### config.mk
export PLATFORM = sky130hd
export DESIGN_NAME = microaddress_sequencer_flat
export DESIGN_NICKNAME = d
export VERILOG_FILES = /design/src/seq_pkg.sv /design/src/seq_if.sv /design/src/microaddress_sequencer.sv /design/src/return_stack.sv /design/src/flat_wrapper.sv
export VERILOG_INCLUDE_DIRS = /design/src
export SDC_FILE = /design/constraint.sdc
export NUM_CORES = 1
export LEC_CHECK = 0
export BUFFER_PORTS_ARGS = -buffer_cell sky130_fd_sc_hd__buf_2
export CORE_MARGIN = 4
export CORE_UTILIZATION = 26
export DETAILED_ROUTE_END_ITERATION = 6
export GPL_ROUTABILITY_DRIVEN = 0
export PLACE_DENSITY = 0.5
export SETUP_SLACK_MARGIN = 0.02
export SLEW_MARGIN = 20
export SYNTH_ARGS = -nofsm -noshare
export SYNTH_HDL_FRONTEND = slang
export SYNTH_SLANG_ARGS = --single-unit
### constraint.sdc
create_clock -name clk -period 3.46 [get_ports clk]
set_clock_uncertainty 0.1 [all_clocks]
set_input_delay 0.173 -clock clk [delete_from_list [all_inputs] [get_ports clk]]
set_output_delay 0.173 -clock clk [all_outputs]
set_load 0.005 [all_outputs]
### src/seq_consts.svh
`ifndef SEQ_CONSTS_SVH
`define SEQ_CONSTS_SVH
`define ADDR_W 12
`define STACK_DEPTH 9
`define SP_W 4
`define ADDR_ZERO 12'h000
`define ADDR_ONE 12'h001
`define SP_ZERO 4'h0
`define SP_ONE 4'h1
`define SP_FULL 4'h9
`define INSTR_LSB 12
`define INSTR_MSB 15
`define NEXT_FIELD_MSB 11
`define NEXT_FIELD_LSB 0
`define INSTR_ZERO 4'h0
`endif

### src/seq_pkg.sv
package seq_pkg;
  typedef logic [11:0] addr_t;
  typedef enum logic [3:0] {
    jump_to_zero = 4'h0,
    cond_call = 4'h1,
    map_jump = 4'h2,
    cond_branch = 4'h3,
    loop_setup = 4'h4,
    call_or_counter_jump = 4'h5,
    cond_vector_jump = 4'h6,
    branch_or_counter_target = 4'h7,
    repeat_stack_loop = 4'h8,
    repeat_bus_loop = 4'h9,
    cond_return = 4'ha,
    cond_branch_pop = 4'hb,
    load_loop_count = 4'hc,
    loop_test = 4'hd,
    sequential_next = 4'he,
    three_way_branch = 4'hf
  } seq_op_e;
endpackage

### src/seq_if.sv
`timescale 1ns/1ns
interface seq_if;
  logic [11:0] sequencer_address_bus;
  logic [11:0] branch_bus;
  logic [3:0] instr;
  logic condition;
  logic carry_in;
  modport sequencer (
    output sequencer_address_bus,
    input branch_bus,
    input instr,
    input condition,
    input carry_in
  );
  modport control (
    input sequencer_address_bus,
    output branch_bus,
    output instr,
    output condition,
    output carry_in
  );
endinterface

### src/microaddress_sequencer.sv
// Functional notes
// - Drive 12-bit address from four sources
// - Step and branch across 4096 words
// - Carry-in high: counter takes address plus one, zero on code 0
// - Carry-in low: counter holds address, microinterrupt only
// - Loop register holds address or count
// - Nine-deep return stack
// - Branch bus is only external source
// - One condition per cycle decides branches
// - Control bits 15:12 select sixteen operations
// - Clear or abort forces instruction zero
// - Code 1 conditional call pushes counter
// - Code 2 jumps to branch bus
// - Code 4 pushes, conditionally loads loop
// - Code 6 conditional vector jump
// - Code 7 bus or loop register, no push
// - Codes 8/9 repeat until loop zero
// - Default: counter increments, state held
// - Codes A/B conditional return or pop-branch
// - Code C loads count, D loop test, E continue
// - Code F three-way branch
`timescale 1ns/1ns
`include "seq_consts.svh"
module microaddress_sequencer (
  input wire logic clk,
  input wire logic rst,
  seq_if.sequencer bus,
  output seq_pkg::addr_t microprogram_counter_out,
  output seq_pkg::addr_t loop_register_out
);
  seq_pkg::addr_t microprogram_counter;
  seq_pkg::addr_t next_microprogram_counter;
  seq_pkg::addr_t loop_register;
  seq_pkg::addr_t next_loop_register;
  seq_pkg::addr_t stack_top;
  seq_pkg::addr_t address;
  logic push;
  logic pop;
  logic clear;
  logic loop_zero;
  seq_pkg::seq_op_e op;

  // Loop register counts down by one; callers test for zero first,
  // except the three-way branch, which may wrap to all ones
  function automatic seq_pkg::addr_t count_down(input seq_pkg::addr_t value);
    return value - `ADDR_ONE;
  endfunction

  ////////////////////////////////////////////////////////////////////////////
  // Operation decode, combinational within the cycle
  assign op = seq_pkg::seq_op_e'(bus.instr);
  assign loop_zero = (loop_register == `ADDR_ZERO);

  always_comb begin
    address = microprogram_counter;
    next_loop_register = loop_register;
    push = 1'b0;
    pop = 1'b0;
    clear = 1'b0;
    // Condition drives the conditional choices below, except codes 8 and 9, which test loop zero only
    unique case (op)
      // Address, counter, loop register and stack pointer back to zero; from the control word or forced under clear or abort
      seq_pkg::jump_to_zero: begin
        address = `ADDR_ZERO;
        next_loop_register = `ADDR_ZERO;
        clear = 1'b1;
      end
      // Call: the counter already holds the return point
      seq_pkg::cond_call: begin
        if (bus.condition) begin
          address = bus.branch_bus;
          push = 1'b1;
        end
      end
      // Four-way dispatch; the bus carries the operand format
      seq_pkg::map_jump: begin
        address = bus.branch_bus;
      end
      // Plain conditional branch
      seq_pkg::cond_branch: begin
        if (bus.condition) begin
          address = bus.branch_bus;
        end
      end
      // Loop setup: push the loop start, maybe load the count
      seq_pkg::loop_setup: begin
        push = 1'b1;
        if (bus.condition) begin
          next_loop_register = bus.branch_bus;
        end
      end
      // Always pushes; false falls back to a preloaded target
      seq_pkg::call_or_counter_jump: begin
        push = 1'b1;
        address = bus.condition ? bus.branch_bus : loop_register;
      end
      // Vector dispatch from opcode or interrupt logic
      seq_pkg::cond_vector_jump: begin
        if (bus.condition) begin
          address = bus.branch_bus;
        end
      end
      // Stack untouched either way
      seq_pkg::branch_or_counter_target: begin
        address = bus.condition ? bus.branch_bus : loop_register;
      end
      // Back to the stack top until the count runs out
      seq_pkg::repeat_stack_loop: begin
        if (loop_zero) begin
          pop = 1'b1;
        end else begin
          address = stack_top;
          next_loop_register = count_down(loop_register);
        end
      end
      // Same, but the loop start comes from the bus
      seq_pkg::repeat_bus_loop: begin
        if (!loop_zero) begin
          address = bus.branch_bus;
          next_loop_register = count_down(loop_register);
        end
      end
      // Return pops the entry it jumps to
      seq_pkg::cond_return: begin
        if (bus.condition) begin
          address = stack_top;
          pop = 1'b1;
        end
      end
      // Branch out and discard the saved entry
      seq_pkg::cond_branch_pop: begin
        if (bus.condition) begin
          address = bus.branch_bus;
          pop = 1'b1;
        end
      end
      // Count load; the address just steps
      seq_pkg::load_loop_count: begin
        next_loop_register = bus.branch_bus;
      end
      // Bottom of loop: exit when true, else go round again
      seq_pkg::loop_test: begin
        if (bus.condition) begin
          pop = 1'b1;
        end else begin
          address = stack_top;
        end
      end
      // Nothing but a step
      seq_pkg::sequential_next: begin
        address = microprogram_counter;
      end
      // True exits even at zero, so the count may wrap to all ones
      seq_pkg::three_way_branch: begin
        if (bus.condition) begin
          pop = 1'b1;
          next_loop_register = count_down(loop_register);
        end else if (loop_zero) begin
          address = bus.branch_bus;
          pop = 1'b1;
        end else begin
          address = stack_top;
          next_loop_register = count_down(loop_register);
        end
      end
    endcase
  end

  ////////////////////////////////////////////////////////////////////////////
  // Counter follows the bus; carry-in low holds the return point
  always_comb begin
    if (clear) begin
      next_microprogram_counter = `ADDR_ZERO;
    end else if (bus.carry_in) begin
      next_microprogram_counter = address + `ADDR_ONE;
    end else begin
      next_microprogram_counter = address;
    end
  end

  // Counter and loop register registered on the microcycle edge
  always_ff @(posedge clk) begin
    if (rst) begin
      microprogram_counter <= `ADDR_ZERO;
      loop_register <= `ADDR_ZERO;
    end else begin
      microprogram_counter <= next_microprogram_counter;
      loop_register <= next_loop_register;
    end
  end

  // Stack shares the same edge
  return_stack stack (
    .clk(clk),
    .rst(rst),
    .clear(clear),
    .push(push),
    .pop(pop),
    .push_data(microprogram_counter),
    .top(stack_top)
  );

  // Address is combinational; the store gets the registered copy a cycle later
  assign bus.sequencer_address_bus = address;
  assign microprogram_counter_out = microprogram_counter;
  assign loop_register_out = loop_register;
endmodule

### src/return_stack.sv
`timescale 1ns/1ns
`include "seq_consts.svh"
module return_stack (
  input wire logic clk,
  input wire logic rst,
  input wire logic clear,
  input wire logic push,
  input wire logic pop,
  input wire seq_pkg::addr_t push_data,
  output seq_pkg::addr_t top
);
  seq_pkg::addr_t mem [`STACK_DEPTH];
  seq_pkg::addr_t next_mem [`STACK_DEPTH];
  logic [`SP_W-1:0] depth;
  logic [`SP_W-1:0] next_depth;

  ////////////////////////////////////////////////////////////////////////////
  // Shift-register stack: slot 0 is always the top
  always_comb begin
    next_mem = mem;
    next_depth = depth;
    if (clear) begin
      next_depth = `SP_ZERO;
    end else if (push) begin
      // Overflow drops the oldest entry, as a deeper nest is a microcode bug
      for (int i = `STACK_DEPTH - 1; i > 0; i--) begin
        next_mem[i] = mem[i-1];
      end
      next_mem[0] = push_data;
      if (depth != `SP_FULL) begin
        next_depth = depth + `SP_ONE;
      end
    end else if (pop) begin
      // Popping an empty stack leaves the pointer at zero
      for (int i = 0; i < `STACK_DEPTH - 1; i++) begin
        next_mem[i] = mem[i+1];
      end
      if (depth != `SP_ZERO) begin
        next_depth = depth - `SP_ONE;
      end
    end
  end

  always_ff @(posedge clk) begin
    if (rst) begin
      for (int i = 0; i < `STACK_DEPTH; i++) begin
        mem[i] <= `ADDR_ZERO;
      end
      depth <= `SP_ZERO;
    end else begin
      mem <= next_mem;
      depth <= next_depth;
    end
  end

  assign top = mem[0];
endmodule

### src/flat_wrapper.sv
// flat-port wrapper written by rule: the top's interface ports become plain ports
module microaddress_sequencer_flat 
  (clk, rst, microprogram_counter_out, loop_register_out, bus_sequencer_address_bus, bus_branch_bus, bus_instr, bus_condition, bus_carry_in);
  seq_if bus_i ();
  input wire logic clk;
  input wire logic rst;
  output seq_pkg::addr_t microprogram_counter_out;
  output seq_pkg::addr_t loop_register_out;
  output wire logic [$bits(bus_i.sequencer_address_bus)-1:0] bus_sequencer_address_bus;
  input wire logic [$bits(bus_i.branch_bus)-1:0] bus_branch_bus;
  input wire logic [$bits(bus_i.instr)-1:0] bus_instr;
  input wire logic [$bits(bus_i.condition)-1:0] bus_condition;
  input wire logic [$bits(bus_i.carry_in)-1:0] bus_carry_in;
  assign bus_sequencer_address_bus = bus_i.sequencer_address_bus;
  assign bus_i.branch_bus = bus_branch_bus;
  assign bus_i.instr = bus_instr;
  assign bus_i.condition = bus_condition;
  assign bus_i.carry_in = bus_carry_in;
  microaddress_sequencer u_core (.clk(clk), .rst(rst), .bus(bus_i), .microprogram_counter_out(microprogram_counter_out), .loop_register_out(loop_register_out));
endmodule
Word-level counts from Yosys, hierarchy flattened
Cells that the tools add are included.
- add/sub/neg operators: 2
- equality and inequality tests: 14
- mux-type cells: 21
- bitwise operators: 1
- reduce and logical (&&, ||, !) cells: 12
- operators with widths (cell ; number):
    96-bit 2-to-1 mux ; 2
    12-bit 2-to-1 mux ; 11
    12-bit case mux with 9 select lines ; 1
    12-bit case mux with 5 select lines ; 1
    4-bit == test (second input constant) ; 7
    4-bit by 3-bit == test with 1-bit output (second input constant) ; 4
    12-bit by 1-bit adder with 12-bit output (second input constant) ; 1
    12-bit logical NOT ; 1
    12-bit by 1-bit subtractor with 12-bit output (second input constant) ; 1
    4-bit by 2-bit == test with 1-bit output (second input constant) ; 2
    2-bit OR reduction ; 4
    5-bit nonzero test ; 1
    4-bit by 1-bit == test with 1-bit output (second input constant) ; 1
    4-bit logical NOT ; 1
    1-bit 2-to-1 mux ; 4
    2-bit AND reduction ; 2
    4-bit OR reduction ; 1
    1-bit case mux with 3 select lines ; 1
    3-bit OR reduction ; 1
    1-bit case mux with 2 select lines ; 1
    2-bit nonzero test ; 1
    1-bit NOT ; 1
- register bits after elaboration: 132
- input bits: 20

Depth between registers and ports, before layout
Gate-level depths: netlist of run 1.
- depth after elaboration: 6
- depth in mapped cells: 15
- gate-level depth less buffers: 14

Hierarchy
From an unflattened synthesis of run 1, not the netlist that was laid out.
- cell total of the unflattened synthesis: 820
- area, all modules: 7470.9 um^2
- modules (own cells, without submodules) (module ; times used ; cells an instance ; area an instance (um^2) ; seq. area each (um^2)):
    return_stack ; 1 ; 388 ; 4449.3 ; 2162.1
    microaddress_sequencer ; 1 ; 432 ; 3021.6 ; 480.5

Least setup slack after synthesis of run 1
No wires, ideal clock.
- path kind: reg-to-reg
- start: register u_core.loop_register[0], in the netlist u_core.loop_register_out[0]
- end: register u_core.microprogram_counter[10], in the netlist u_core.microprogram_counter_out[10]
- setup time: 123 ps
- data arrival time: 3033 ps
- setup slack: 203 ps
- cell stages (with the launch flop): 14
- buffers on the path: 0
- path through: dfxtp_1 > inv_1 > ha_1 > nor3b_1 > nand3_1 > a311o_1 > a221oi_1 > inv_1 > ha_1 > and2_1 > o221ai_1 > nor2_1 > nand3_1 > mux2_1
- longest elaborated chain between the ends: 6
- elaborated cells between the ends (all ways): 9
- those cells by class: 1 x add/sub; 7 x mux; 1 x reduce/logical
- ends and longest elaborated chain (item ; RTL line ; RTL):
    from (decl) ; microaddress_sequencer.sv:33 ; seq_pkg::addr_t loop_register;
    from (signal assigned) ; microaddress_sequencer.sv:185 ; loop_register <= `ADDR_ZERO;
    from (signal assigned) ; microaddress_sequencer.sv:188 ; loop_register <= next_loop_register;
    12-bit logical NOT (no line) ; n/a ;
    12-bit 2-to-1 mux ; microaddress_sequencer.sv:158 ; end else if (loop_zero) begin
    12-bit 2-to-1 mux ; microaddress_sequencer.sv:155 ; if (bus.condition) begin
    12-bit case mux with 9 select lines (*) ; microaddress_sequencer.sv:61 ; unique case (op)
    via bus_sequencer_address_bus[0] ; flat_wrapper.sv:9 ; output wire logic [$bits(bus_i.sequencer_address_bus)-1:0] bus_sequencer_address_bus;
    12-bit by 1-bit adder with 12-bit output (no line) (*) ; n/a ;
    12-bit 2-to-1 mux (*) ; microaddress_sequencer.sv:174 ; end else if (bus.carry_in) begin
    to (signal assigned) ; microaddress_sequencer.sv:184 ; microprogram_counter <= `ADDR_ZERO;
    to (signal assigned) ; microaddress_sequencer.sv:187 ; microprogram_counter <= next_microprogram_counter;
    to (decl) ; microaddress_sequencer.sv:31 ; seq_pkg::addr_t microprogram_counter;
The timed path passes the listed nets; every way through them passes the cells marked *.
A chain may end at the register's enable or synchronous reset.

Final worst setup path of run 1
- start: register u_core.loop_register[0], in the netlist u_core.loop_register_out[0]
- end: output bus_sequencer_address_bus[11]
- longest elaborated chain between the ends: 4
- elaborated cells between the ends (all ways): 6
- those cells by class: 5 x mux; 1 x reduce/logical
- ends and longest elaborated chain (item ; RTL line):
    12-bit logical NOT (no line) (*) ; n/a
    12-bit 2-to-1 mux ; microaddress_sequencer.sv:158
    12-bit 2-to-1 mux ; microaddress_sequencer.sv:155
    12-bit case mux with 9 select lines (*) ; microaddress_sequencer.sv:61
    to (decl) ; flat_wrapper.sv:9
Every way passes the cells marked *; elsewhere a longest branch is shown, timed or not.

==> results of run 1 <==
## layout by cell type, fill, tap and decap left out, types with 5 or more instances in the layout
| master | n |
|---|---|
| nand2_1 | 222 |
| nor2_1 | 151 |
| dfxtp_1 | 132 |
| a311oi_1 | 96 |
| buf_2 | 54 |
| buf_4 | 53 |
| a21oi_1 | 46 |
| o21ai_0 | 38 |
| nor3_1 | 22 |
| inv_1 | 19 |
| clkbuf_16 | 17 |
| mux2i_1 | 14 |
| a221oi_1 | 11 |
| nand3_1 | 10 |
| a32oi_1 | 9 |
| a21o_1 | 8 |
| o2bb2ai_1 | 8 |
| nand3b_1 | 8 |
| o31ai_1 | 7 |
| a22oi_1 | 7 |
| a22o_1 | 5 |
| nand2b_1 | 5 |
| o211ai_1 | 5 |
| a31oi_1 | 5 |
| nor4_1 | 5 |
| inv_8 | 5 |
| inv_6 | 5 |
| buf_12 | 5 |
## stage by stage
step	hold WS, ps	util (%)	setup slack (ps)	cells
detailed placement	347.4	29.35	171.1	1418
floorplan	211.6	-	203.3	1015
global placement	346.8	29.35	211.1	1418
CTS	4.196	31.59	151.7	1452
global route	13.54	31.83	52.06	1454
finish	25.78	31.83	189.3	1454
## final cells by class
| cell class | instances | share of cell area, % |
|---|---|---|
| clock buffers | 18 | 4.820 |
| clock inverters | 14 | 2.019 |
| inverters | 22 | 0.9201 |
| multi-input cells | 769 | 49.01 |
| flip-flops and latches | 132 | 29.00 |
| well taps | 384 | 5.273 |
| repair buffers | 115 | 8.954 |
## state kept, by name, summed over array words and instances (netlist names)
name	flops
u_core.stack.mem	96
u_core.loop_register_out	12
u_core.microprogram_counter_out	12
u_core.stack.top	12
## worst max-delay path, cell delays in order (launching register included)
cell and delay (ps):
dfxtp_1 310, inv_1 50, ha_1 200, or3b_2 510, buf_4 190, nor3_4 150, buf_4 250, and3_1 180
a211oi_1 50, o31a_1 340, nor2_1 180, buf_2 170
## kinds of logic after synthesis
logic type / synth area share (%)
and+or+nand+nor: 27.07
muxes: 2.607
DFF: 35.08
AOI/OAI and AO/OA: 27.92
xor gates and xnor gates: 0.5814
buffers and inverters: 6.411
adders and majority gates: 0.3321
## worst paths after layout
| path | end | cells after the start | startpoint |
|---|---|---|---|
| setup / recovery | bus_sequencer_address_bus[11] | 11 | u_core.loop_register_out[0] |
| hold / removal | u_core.loop_register_out[1] | 3 | bus_branch_bus[1] |
| setup reg to reg | u_core.microprogram_counter_out[11] | 12 | u_core.loop_register_out[0] |
| hold reg to reg | u_core.stack.mem[8] | 2 | u_core.stack.mem[8] |
## repair_timing
item,4_1_cts,5_1_grt
hold buffers,2,0
endpoints found under the setup margin,0,3
hold endpoints to repair,18,0
gates resized for setup,0,6
setup buffers,0,1
## where the power goes
group          switching [W]  internal (W)
registers           0.000171       0.00169
clock network       0.000790       0.00112
logic               0.000760      0.000511
total                0.00172       0.00332
## per-layer routing
metal  GRT usage [%]  part of all wire, %  routed length (um)
met5               0                    0                   0
met4           4.669                  2.4                 588
met3           2.946                  6.2                1493
met2           22.77                   44               10740
met1           21.26                   47               11330
==> metrics.txt, run 1 <==
clk buf depth=2; clock buffer count from CTS=17; number of global-route vias before repair=6879; I/O Buffers=55; Area growth, synth to finish=20.94%; gr usage total=14.94%; Tightest Pin Transition=717.9 ps; largest net degree at the start of global routing=109; Mapped Nets=1037; reg-to-reg slack, setup=230 ps; CP endpoint kind=output port; max-cap viol count=0; number of flops mapped to enable cells by yosys=0; cell leakage power=3.228 nW; Final Cell Area=9111 um2; Post-synth top flop=dfxtp_1; fin. max-slew vios=0; multi-input logic area=4466 um2; detailed-route via count=7787; final period utilization=94.53%; critical path required time=3190 ps; worst min-delay path class=in2reg; Die H=178.2 um; highest fanout seen on the critical path=16; Synth Register Bits=132; Nets=1079; global route total overflow=0; post-synth design cell area=7533 um2; relative slew slack=52.14%; Synth async-reset ratio=0%; Final setup viols=0; Max Freq=0.3057 GHz; width of the die=178.2 um; fin crit period=3271 ps; Critical Path Start Type=flop; Vias per Instance=5.356; DRC Markers=0; CP Class=reg2out; Fillers=3051; DRT antenna net count=0; global-route wire length before repair=38440 um; share of cells above drive strength 1=16.36%; Synth Instances=1015; initial core utilization=26.32%; H-tree levels=4; most area-hungry cell type in the Yosys netlist=dfxtp_1; clk slew on worst S/H paths=70 ps; DR WL/cell=16.61 um; standard-cell row count=62; Yosys warning count=0; drt total wl=24150 um; DPL Wire Length=16330 um; clk_lat worst skew=420 ps; RSZ-0062 raised after global routing=false; Mean Syn Cell Area=7.422 um2; root buf cell=clkbuf_16; area of the core=28630 um2; status=finished clean; drt pass-1 iters=5; initial antenna violation count=0; synth top area cells=dfxtp_1 35%, a311oi_1 11%, nand2_1 11%; dominant cell by count in the synthesized netlist=nand2_1; Seq/Total Area, Yosys=35.08%; Num Clock Sinks=132; pwr dens=553.3 nW/um2; die area=31760 um2; total design power=0.005041 W; Final Hold Fails=0; CTS tree=built; Cell Area, Placed=8401 um2; Worst EP arrival=3000 ps; Worst VDD drop=0.0004265 V; # diodes=0; Register Area=2643 um2; commonest cells in the netlist=222 x nand2_1, 151 x nor2_1, 132 x dfxtp_1, 96 x a311oi_1, 58 x clkbuf_1; post-synth cell types=77; # IOs=56; Yosys top cell area share=35.08%; Fin Setup TNS=0 ps; initial drt markers=912
Note: power is estimated with default switching activity, not from simulation.
==> run 2: changes to the inputs <==
--- a/config.mk
+++ b/config.mk
@@ -11,9 +11,10 @@
 export CORE_UTILIZATION = 26
 export DETAILED_ROUTE_END_ITERATION = 6
 export GPL_ROUTABILITY_DRIVEN = 0
-export PLACE_DENSITY = 0.5
+export PLACE_DENSITY = 0.41
 export SETUP_SLACK_MARGIN = 0.02
 export SLEW_MARGIN = 20
 export SYNTH_ARGS = -nofsm -noshare
 export SYNTH_HDL_FRONTEND = slang
+export SYNTH_HIERARCHICAL = 1
 export SYNTH_SLANG_ARGS = --single-unit
==> run 2 against run 1 <==
Against the previous run: the flow now finishes with violations (DRC); wire length rose by 3.9%; die area decreased by 0.80%; fmax shrank 0.67%; core utilization up 0.57 points; via count fell by 12%; sequential share of layout area hardly changed; worst hold slack lost 4.6 ps; combinational power shrank 18%; sequential cell count did not move; global-route usage grew 0.87 points; critical endpoint is now bus_sequencer_address_bus[2]; largest power group unchanged.
==> metrics.txt, run 2 <==
status=complete, but fails checks; violated checks=DRC; cell repeated most along the worst path=buf_4; number of global-route vias before repair=6654 (-3.3%); Final setup viols=0 (unchanged); clock buffer count from CTS=17 (unchanged); sw power=0.001485 W (-14%); max-cap viol count=0 (unchanged); critical path required time=3190 ps (about the same); Synth Register Bits=132 (unchanged); Num Clock Sinks=132 (unchanged); CP Class=reg2out; final period utilization=95.17% (+0.64 points); I/O Buffers=55 (unchanged); DPL Wire Length=17420 um (+6.6%); Max stage delay on crit path=560 ps (+50 ps); Worst EP arrival=3020 ps (+20 ps); Finished Core Util=32.40% (+0.57 points); post-synth design cell area=7471 um2 (-0.83%); Register Area=2643 um2 (unchanged); largest net degree at the start of global routing=97 (-11%); H-tree levels=4 (unchanged); Tightest Pin Transition=812.0 ps (+94.12 ps); drt pass-1 iters=7 (+2); Fillers=2998 (-1.7%); Sw Ratio=33.13% (-1.0 points); Seq pwr share=36.0% (-0.9 points); Vias per Instance=5.332 (-0.43%); Area growth, synth to finish=21.82%; dominant cell by count in the synthesized netlist=dfxtp_1; fin. max-slew vios=0 (unchanged); Yosys top cell area share=35.37% (+0.29 points); detailed-route via count=6836 (-12%); Yosys warning count=6 (+6); global-route wire length before repair=39320 um (+2.3%); Final Cell Area=9101 um2 (-0.11%); width of the die=177.5 um (-0.40%); Mean Syn Cell Area=9.111 um2 (+23%); max FFs per register=96 (unchanged); drt total wl=25090 um (+3.9%); DR WL/cell=19.57 um (+18%); Worst VDD drop=0.0003268 V (-23%); multi-input logic area=4389 um2 (-1.7%); Final Hold Fails=0 (unchanged); Max Freq=0.3037 GHz (-0.67%); global route total overflow=0 (unchanged); initial drt markers=627 (-31%); cell leakage power=3.133 nW (-3.0%); RSZ-0062 raised after global routing=false; Critical Path Start Type=flop; highest fanout seen on the critical path=5 (-11); Synth async-reset ratio=0% (unchanged); post-synth cell types=82 (+6.5%); worst min-delay path class=in2reg; gr usage total=15.80% (+0.87 points); worst hold-check slack=21.15 ps (-4.627 ps); pwr dens=492.7 nW/um2 (-11%); Seq/Total Area, Yosys=35.37% (+0.29 points); most frequent cells in the layout=132 x dfxtp_1, 105 x mux2i_1, 100 x o2bb2ai_1; # diodes=0 (unchanged); total design power=0.004484 W (-11%); root buf cell=clkbuf_16; CTS tree=built; area of the core=28090 um2 (-1.9%); CP endpoint kind=output port; # IOs=56 (unchanged); Nets=913 (-15%); synth top area cells=dfxtp_1 35%, mux2i_1 14%, o2bb2ai_1 12%; Post-synth top flop=dfxtp_1; Comb pwr share=23.2% (-2.0 points); Fin Setup TNS=0 ps (unchanged); share of cells above drive strength 1=20.80% (+4.4 points); relative slew slack=45.36% (-6.8 points); Pint=0.002998 W (-9.7%); clock share of power=40.9% (+3.0 points); clk slew on worst S/H paths=60 ps (about the same); clk buf depth=2 (unchanged); DRC Markers=4 (+4); initial core utilization=26.60% (+0.28 points); standard-cell row count=61 (-1.6%); Most flops, register=u_core/stack/mem; Mapped Nets=842 (-19%); DRT antenna net count=0 (unchanged); initial antenna violation count=0 (unchanged); delay-heaviest family, CP=compound AO/OA/AOI/OAI gates; commonest non-fill, non-tap cell in the layout=dfxtp_1; number of flops mapped to enable cells by yosys=0 (unchanged); Die H=177.5 um (-0.40%); CP Buf/Inv Count=3 (-1); most area-hungry cell type in the Yosys netlist=dfxtp_1; commonest cells in the netlist=132 x dfxtp_1, 105 x mux2i_1, 100 x o2bb2ai_1, 64 x nand2_1, 47 x a21oi_1; fin crit period=3293 ps (+22.11 ps); Synth Instances=820 (-19%); critical-path cell list=buf_4 -> or4_4 -> o31ai_4 -> buf_4 -> a41oi_2 -> o41ai_2 -> nand2_1 -> buf_2; Worst path slowest cell=or4_4; clk_lat worst skew=430 ps (about the same); die area=31510 um2 (-0.80%); Cell Area, Placed=8366 um2 (-0.42%)
-- run 2: cell count changes in the layout (fill, tap and decap cells not counted), sizes merged, moves of 6 or more --
cell	before	now
nand2	222	65
nor2	151	39
a311oi	96	1
mux2i	14	105
o2bb2ai	9	100
buf	113	127
inv	31	21
nor3	25	16
nand3b	8	0
nor2b	3	11
nand4	4	11
o21ai	39	32
a31oi	5	11
-- run 2: power by group through the flow --
| stage | sequential (W) | combinational [W] | clock, W |
|---|---|---|---|
| 2_1_floorplan | 0.00163 | 0.000587 | 0 |
| 3_3_place_gp | 0.00165 | 0.000985 | 0 |
| 3_5_place_dp | 0.00165 | 0.000973 | 0 |
| 4_1_cts | 0.00161 | 0.000990 | 0.00189 |
| 5_1_grt | 0.00162 | 0.00112 | 0.00195 |
| 6_report | 0.00161 | 0.00104 | 0.00183 |
-- run 2: worst register-to-register path, delay by kind of cell, from the launching register on --
family	cells	cell delay, ps
simple gates	5	930
compound gates	4	910
buf+inv	4	570
flops	1	340
fa+ha+maj	1	190
xor+xnor	1	150
-- run 2: final timing paths --
kind / startpoint / to / slack (ps) / depth (start not counted)
setup / recovery: u_core/loop_register_out[8] / bus_sequencer_address_bus[2] / 170 / 8
hold / removal: bus_branch_bus[6] / u_core/loop_register_out[6] / 20 / 3
setup reg to reg: u_core/loop_register_out[8] / u_core/microprogram_counter_out[6] / 170 / 15
hold reg to reg: u_core/stack/mem[7] / u_core/stack/mem[7] / 360 / 2
-- run 2: logic make-up (layout without fill, tap and decap cells) --
group,after synthesis,after routing,synth area share [%]
compound gates,272,272,27.52
mux,109,109,14.67
flops,132,132,35.37
buf+inv,93,177,6.515
fa+ha+maj,2,2,0.3349
xor+xnor,6,6,0.7035
simple gates,206,206,14.89
-- run 2: per-stage QoR --
step	worst slack (ps)	std cells
floorplan	442.4	820
global placement	204.6	1237
detailed placement	174.6	1237
CTS	24.72	1276
global route	12.36	1282
finish	167.2	1282
-- run 2: layer usage --
metal  wire (um)  up-vias  global-route usage (%)
met4         332        0                   4.544
li1            -     3287                       -
met2       11550      190                   25.13
met5           0        -                       0
met1       11940     3332                   21.79
met3        1267       27                   3.110
-- run 2: cell type report --
type / instances / share of cell area, %
inverters: 12 / 0.4949
multi-input cells: 595 / 48.23
repair buffers: 133 / 10.59
clock inverters: 15 / 1.787
well taps: 378 / 5.197
clock buffers: 17 / 4.674
flip-flops and latches: 132 / 29.03
-- run 2: timing repair --
action	4_1_cts	5_1_grt
setup endpoints to repair	2	10
hold buffers	6	0
endpoints found under the hold margin	7	0
pin swaps	1	4
resized for setup	1	5
setup buffers	1	6
==> run 3: changes to the inputs <==
--- a/config.mk
+++ b/config.mk
@@ -11,6 +11,7 @@
 export CORE_UTILIZATION = 26
 export DETAILED_ROUTE_END_ITERATION = 6
 export GPL_ROUTABILITY_DRIVEN = 0
+export GPL_TIMING_DRIVEN = 0
 export PLACE_DENSITY = 0.41
 export SETUP_SLACK_MARGIN = 0.02
 export SLEW_MARGIN = 20
==> run 3 against run 2 <==
Against the previous run: the flow now finishes without violations; clock power grew 6%; wire length grew 8.7%; critical path type unchanged; non-clock buffer count grew 17; count of clock-buffer cells in the layout is the same; design area shrank 0.17%; first-iteration DRC count shrank 21%; sequential power is essentially flat; total power grew 2.0%; global-route usage grew 1.6 points; cell count grew 1.3%; critical path depth grew 3.
==> metrics.txt, run 3 (synthesis results as in run 2) <==
Max Freq=0.3022 GHz (-0.49%); die area=31510 um2 (unchanged); worst min-delay path class=in2reg; clock buffer count from CTS=17 (unchanged); DRT antenna net count=0 (unchanged); CTS tree=built; I/O Buffers=54 (-1.8%); Nets=930 (+1.9%); initial core utilization=26.60% (unchanged); # diodes=0 (unchanged); global route total overflow=0 (unchanged); Critical Path Start Type=flop; drt total wl=27270 um (+8.7%); worst setup margin=151.2 ps (-16.06 ps); Fillers=3016 (+0.60%); clk buf depth=2 (unchanged); Most flops, register=u_core/stack/mem; root buf cell=clkbuf_16; Final setup viols=0 (unchanged); critical-path cell list=clkbuf_1 -> nor3_4 -> nand3_2 -> buf_2 -> mux2i_1 -> o21ai_0 -> a221o_1 -> o21a_1 -> a21oi_2 -> inv_1 -> buf_2; detailed-route via count=6931 (+1.4%); clk slew on worst S/H paths=70 ps (about the same); cell repeated most along the worst path=buf_2; total design power=0.004574 W (+2.0%); cell leakage power=3.112 nW (-0.67%); CP Buf/Inv Count=4 (+1); status=finished clean; Worst EP arrival=3040 ps (+20 ps); critical path required time=3190 ps (about the same); Area growth, synth to finish=21.62%; initial drt markers=495 (-21%); commonest non-fill, non-tap cell in the layout=dfxtp_1; Fin Setup TNS=0 ps (unchanged); fin crit period=3309 ps (+16.06 ps); DPL Wire Length=20240 um (+16%); gr usage total=17.43% (+1.6 points); width of the die=177.5 um (unchanged); initial antenna violation count=0 (unchanged); Vias per Instance=5.336 (about the same); RSZ-0062 raised after global routing=true; CP Class=reg2out; highest fanout seen on the critical path=10 (+5); # IOs=56 (unchanged); Non-Filler Instances=1299 (+1.3%); Num Clock Sinks=132 (unchanged); Placed Cells=1252 (+1.2%); global-route wire length before repair=42260 um (+7.5%); delay-heaviest family, CP=buffers and inverters; Worst VDD drop=0.0003023 V (-7.5%); DP Worst Slack=-345.4 ps (-520.0 ps); H-tree levels=4 (unchanged); area of the core=28090 um2 (unchanged); standard-cell row count=61 (unchanged); Worst path slowest cell=clkbuf_1; pwr dens=503.4 nW/um2 (+2.2%); relative slew slack=44.97% (-0.39 points); Die H=177.5 um (unchanged); share of cells above drive strength 1=21.06% (+0.27 points); DR WL/cell=20.99 um (+7.3%); Final Hold Fails=0 (unchanged); most frequent cells in the layout=130 x dfxtp_1, 105 x mux2i_1, 100 x o2bb2ai_1; DRC Markers=0 (-4); largest net degree at the start of global routing=17 (-82%); drt pass-1 iters=5 (-2); max FFs per register=96 (unchanged); clk_lat worst skew=420 ps (about the same); Tightest Pin Transition=821.8 ps (+9.736 ps); max-cap viol count=0 (unchanged); final period utilization=95.63% (+0.46 points); fin. max-slew vios=0 (unchanged); Max stage delay on crit path=440 ps (-120 ps); number of global-route vias before repair=6785 (+2.0%); CP endpoint kind=output port
==> run 3: cell count changes in the layout (fill, tap and decap cells not counted), moves of 2 or more <==
cell      change
buf_1         +3
buf_12        -7
buf_2        +28
buf_4        -31
buf_6         +2
clkbuf_1     +20
clkbuf_2      +2
dfxtp_1       -2
inv_1         -2
inv_2         +2
inv_6         -2
inv_8         +3
==> run 3: per-stage QoR <==
step | hold slack [ps] | util (%) | cell area, um2
after floorplan | 142.1 | - | 7471
after global placement | 335.7 | 29.25 | 8214
after detailed placement | 337.2 | 29.28 | 8224
after CTS | 23.37 | 32.15 | 9031
after global routing | 52.76 | 32.35 | 9086
final | 36.65 | 32.35 | 9086
==> run 3: worst paths after layout <==
path / from / endpoint / slack, ps / cells past startpoint
max: u_core/loop_register_out[5] / bus_sequencer_address_bus[11] / 150 / 11
min: bus_branch_bus[3] / u_core/loop_register_out[3] / 40 / 3
max reg2reg: u_core/loop_register_out[0] / u_core/microprogram_counter_out[10] / 180 / 12
min reg2reg: u_core/stack/mem[11] / u_core/stack/mem[11] / 360 / 2
==> run 3: what timing repair did <==
action / 4_1_cts / 5_1_grt
pin swaps: 7 / 4
hold buffers: 6 / 0
resized for setup: 10 / 16
endpoints found under the setup margin: 107 / 66
setup buffers: 10 / 0
hold endpoints to repair: 7 / 0
==> run 3: area by class of cell <==
class                      count  area (um2)  area share [%]
multi-input combinational    595        4442           48.88
sequential                   132        2648           29.14
tap                          378       473.0           5.205
buffer                        80       444.2           4.888
clock buffer                  17       425.4           4.682
timing repair buffer          70       405.4           4.462
clock inverter                15       203.9           2.245
inverter                      12       45.04          0.4957
==> run 3: power by group <==
group          switching (W)  total, W  internal [W]
clock network       0.000828   0.00194       0.00111
registers          0.0000727   0.00163       0.00155
logic               0.000626   0.00101      0.000380
total                0.00153   0.00457       0.00305
==> run 3: layer usage <==
metal	GRT usage (%)	vias to the layer above	part of all wire (%)
li1	-	3332	-
met1	23.85	3370	47
met2	28.19	194	46
met3	2.897	35	4.7
met4	5.285	0	1.9
met5	0	-	0
==> run 3: worst min-delay path: cells and delay by family <==
family	cells	cell delay [ps]
buf+inv	1	120
compound gates	2	210
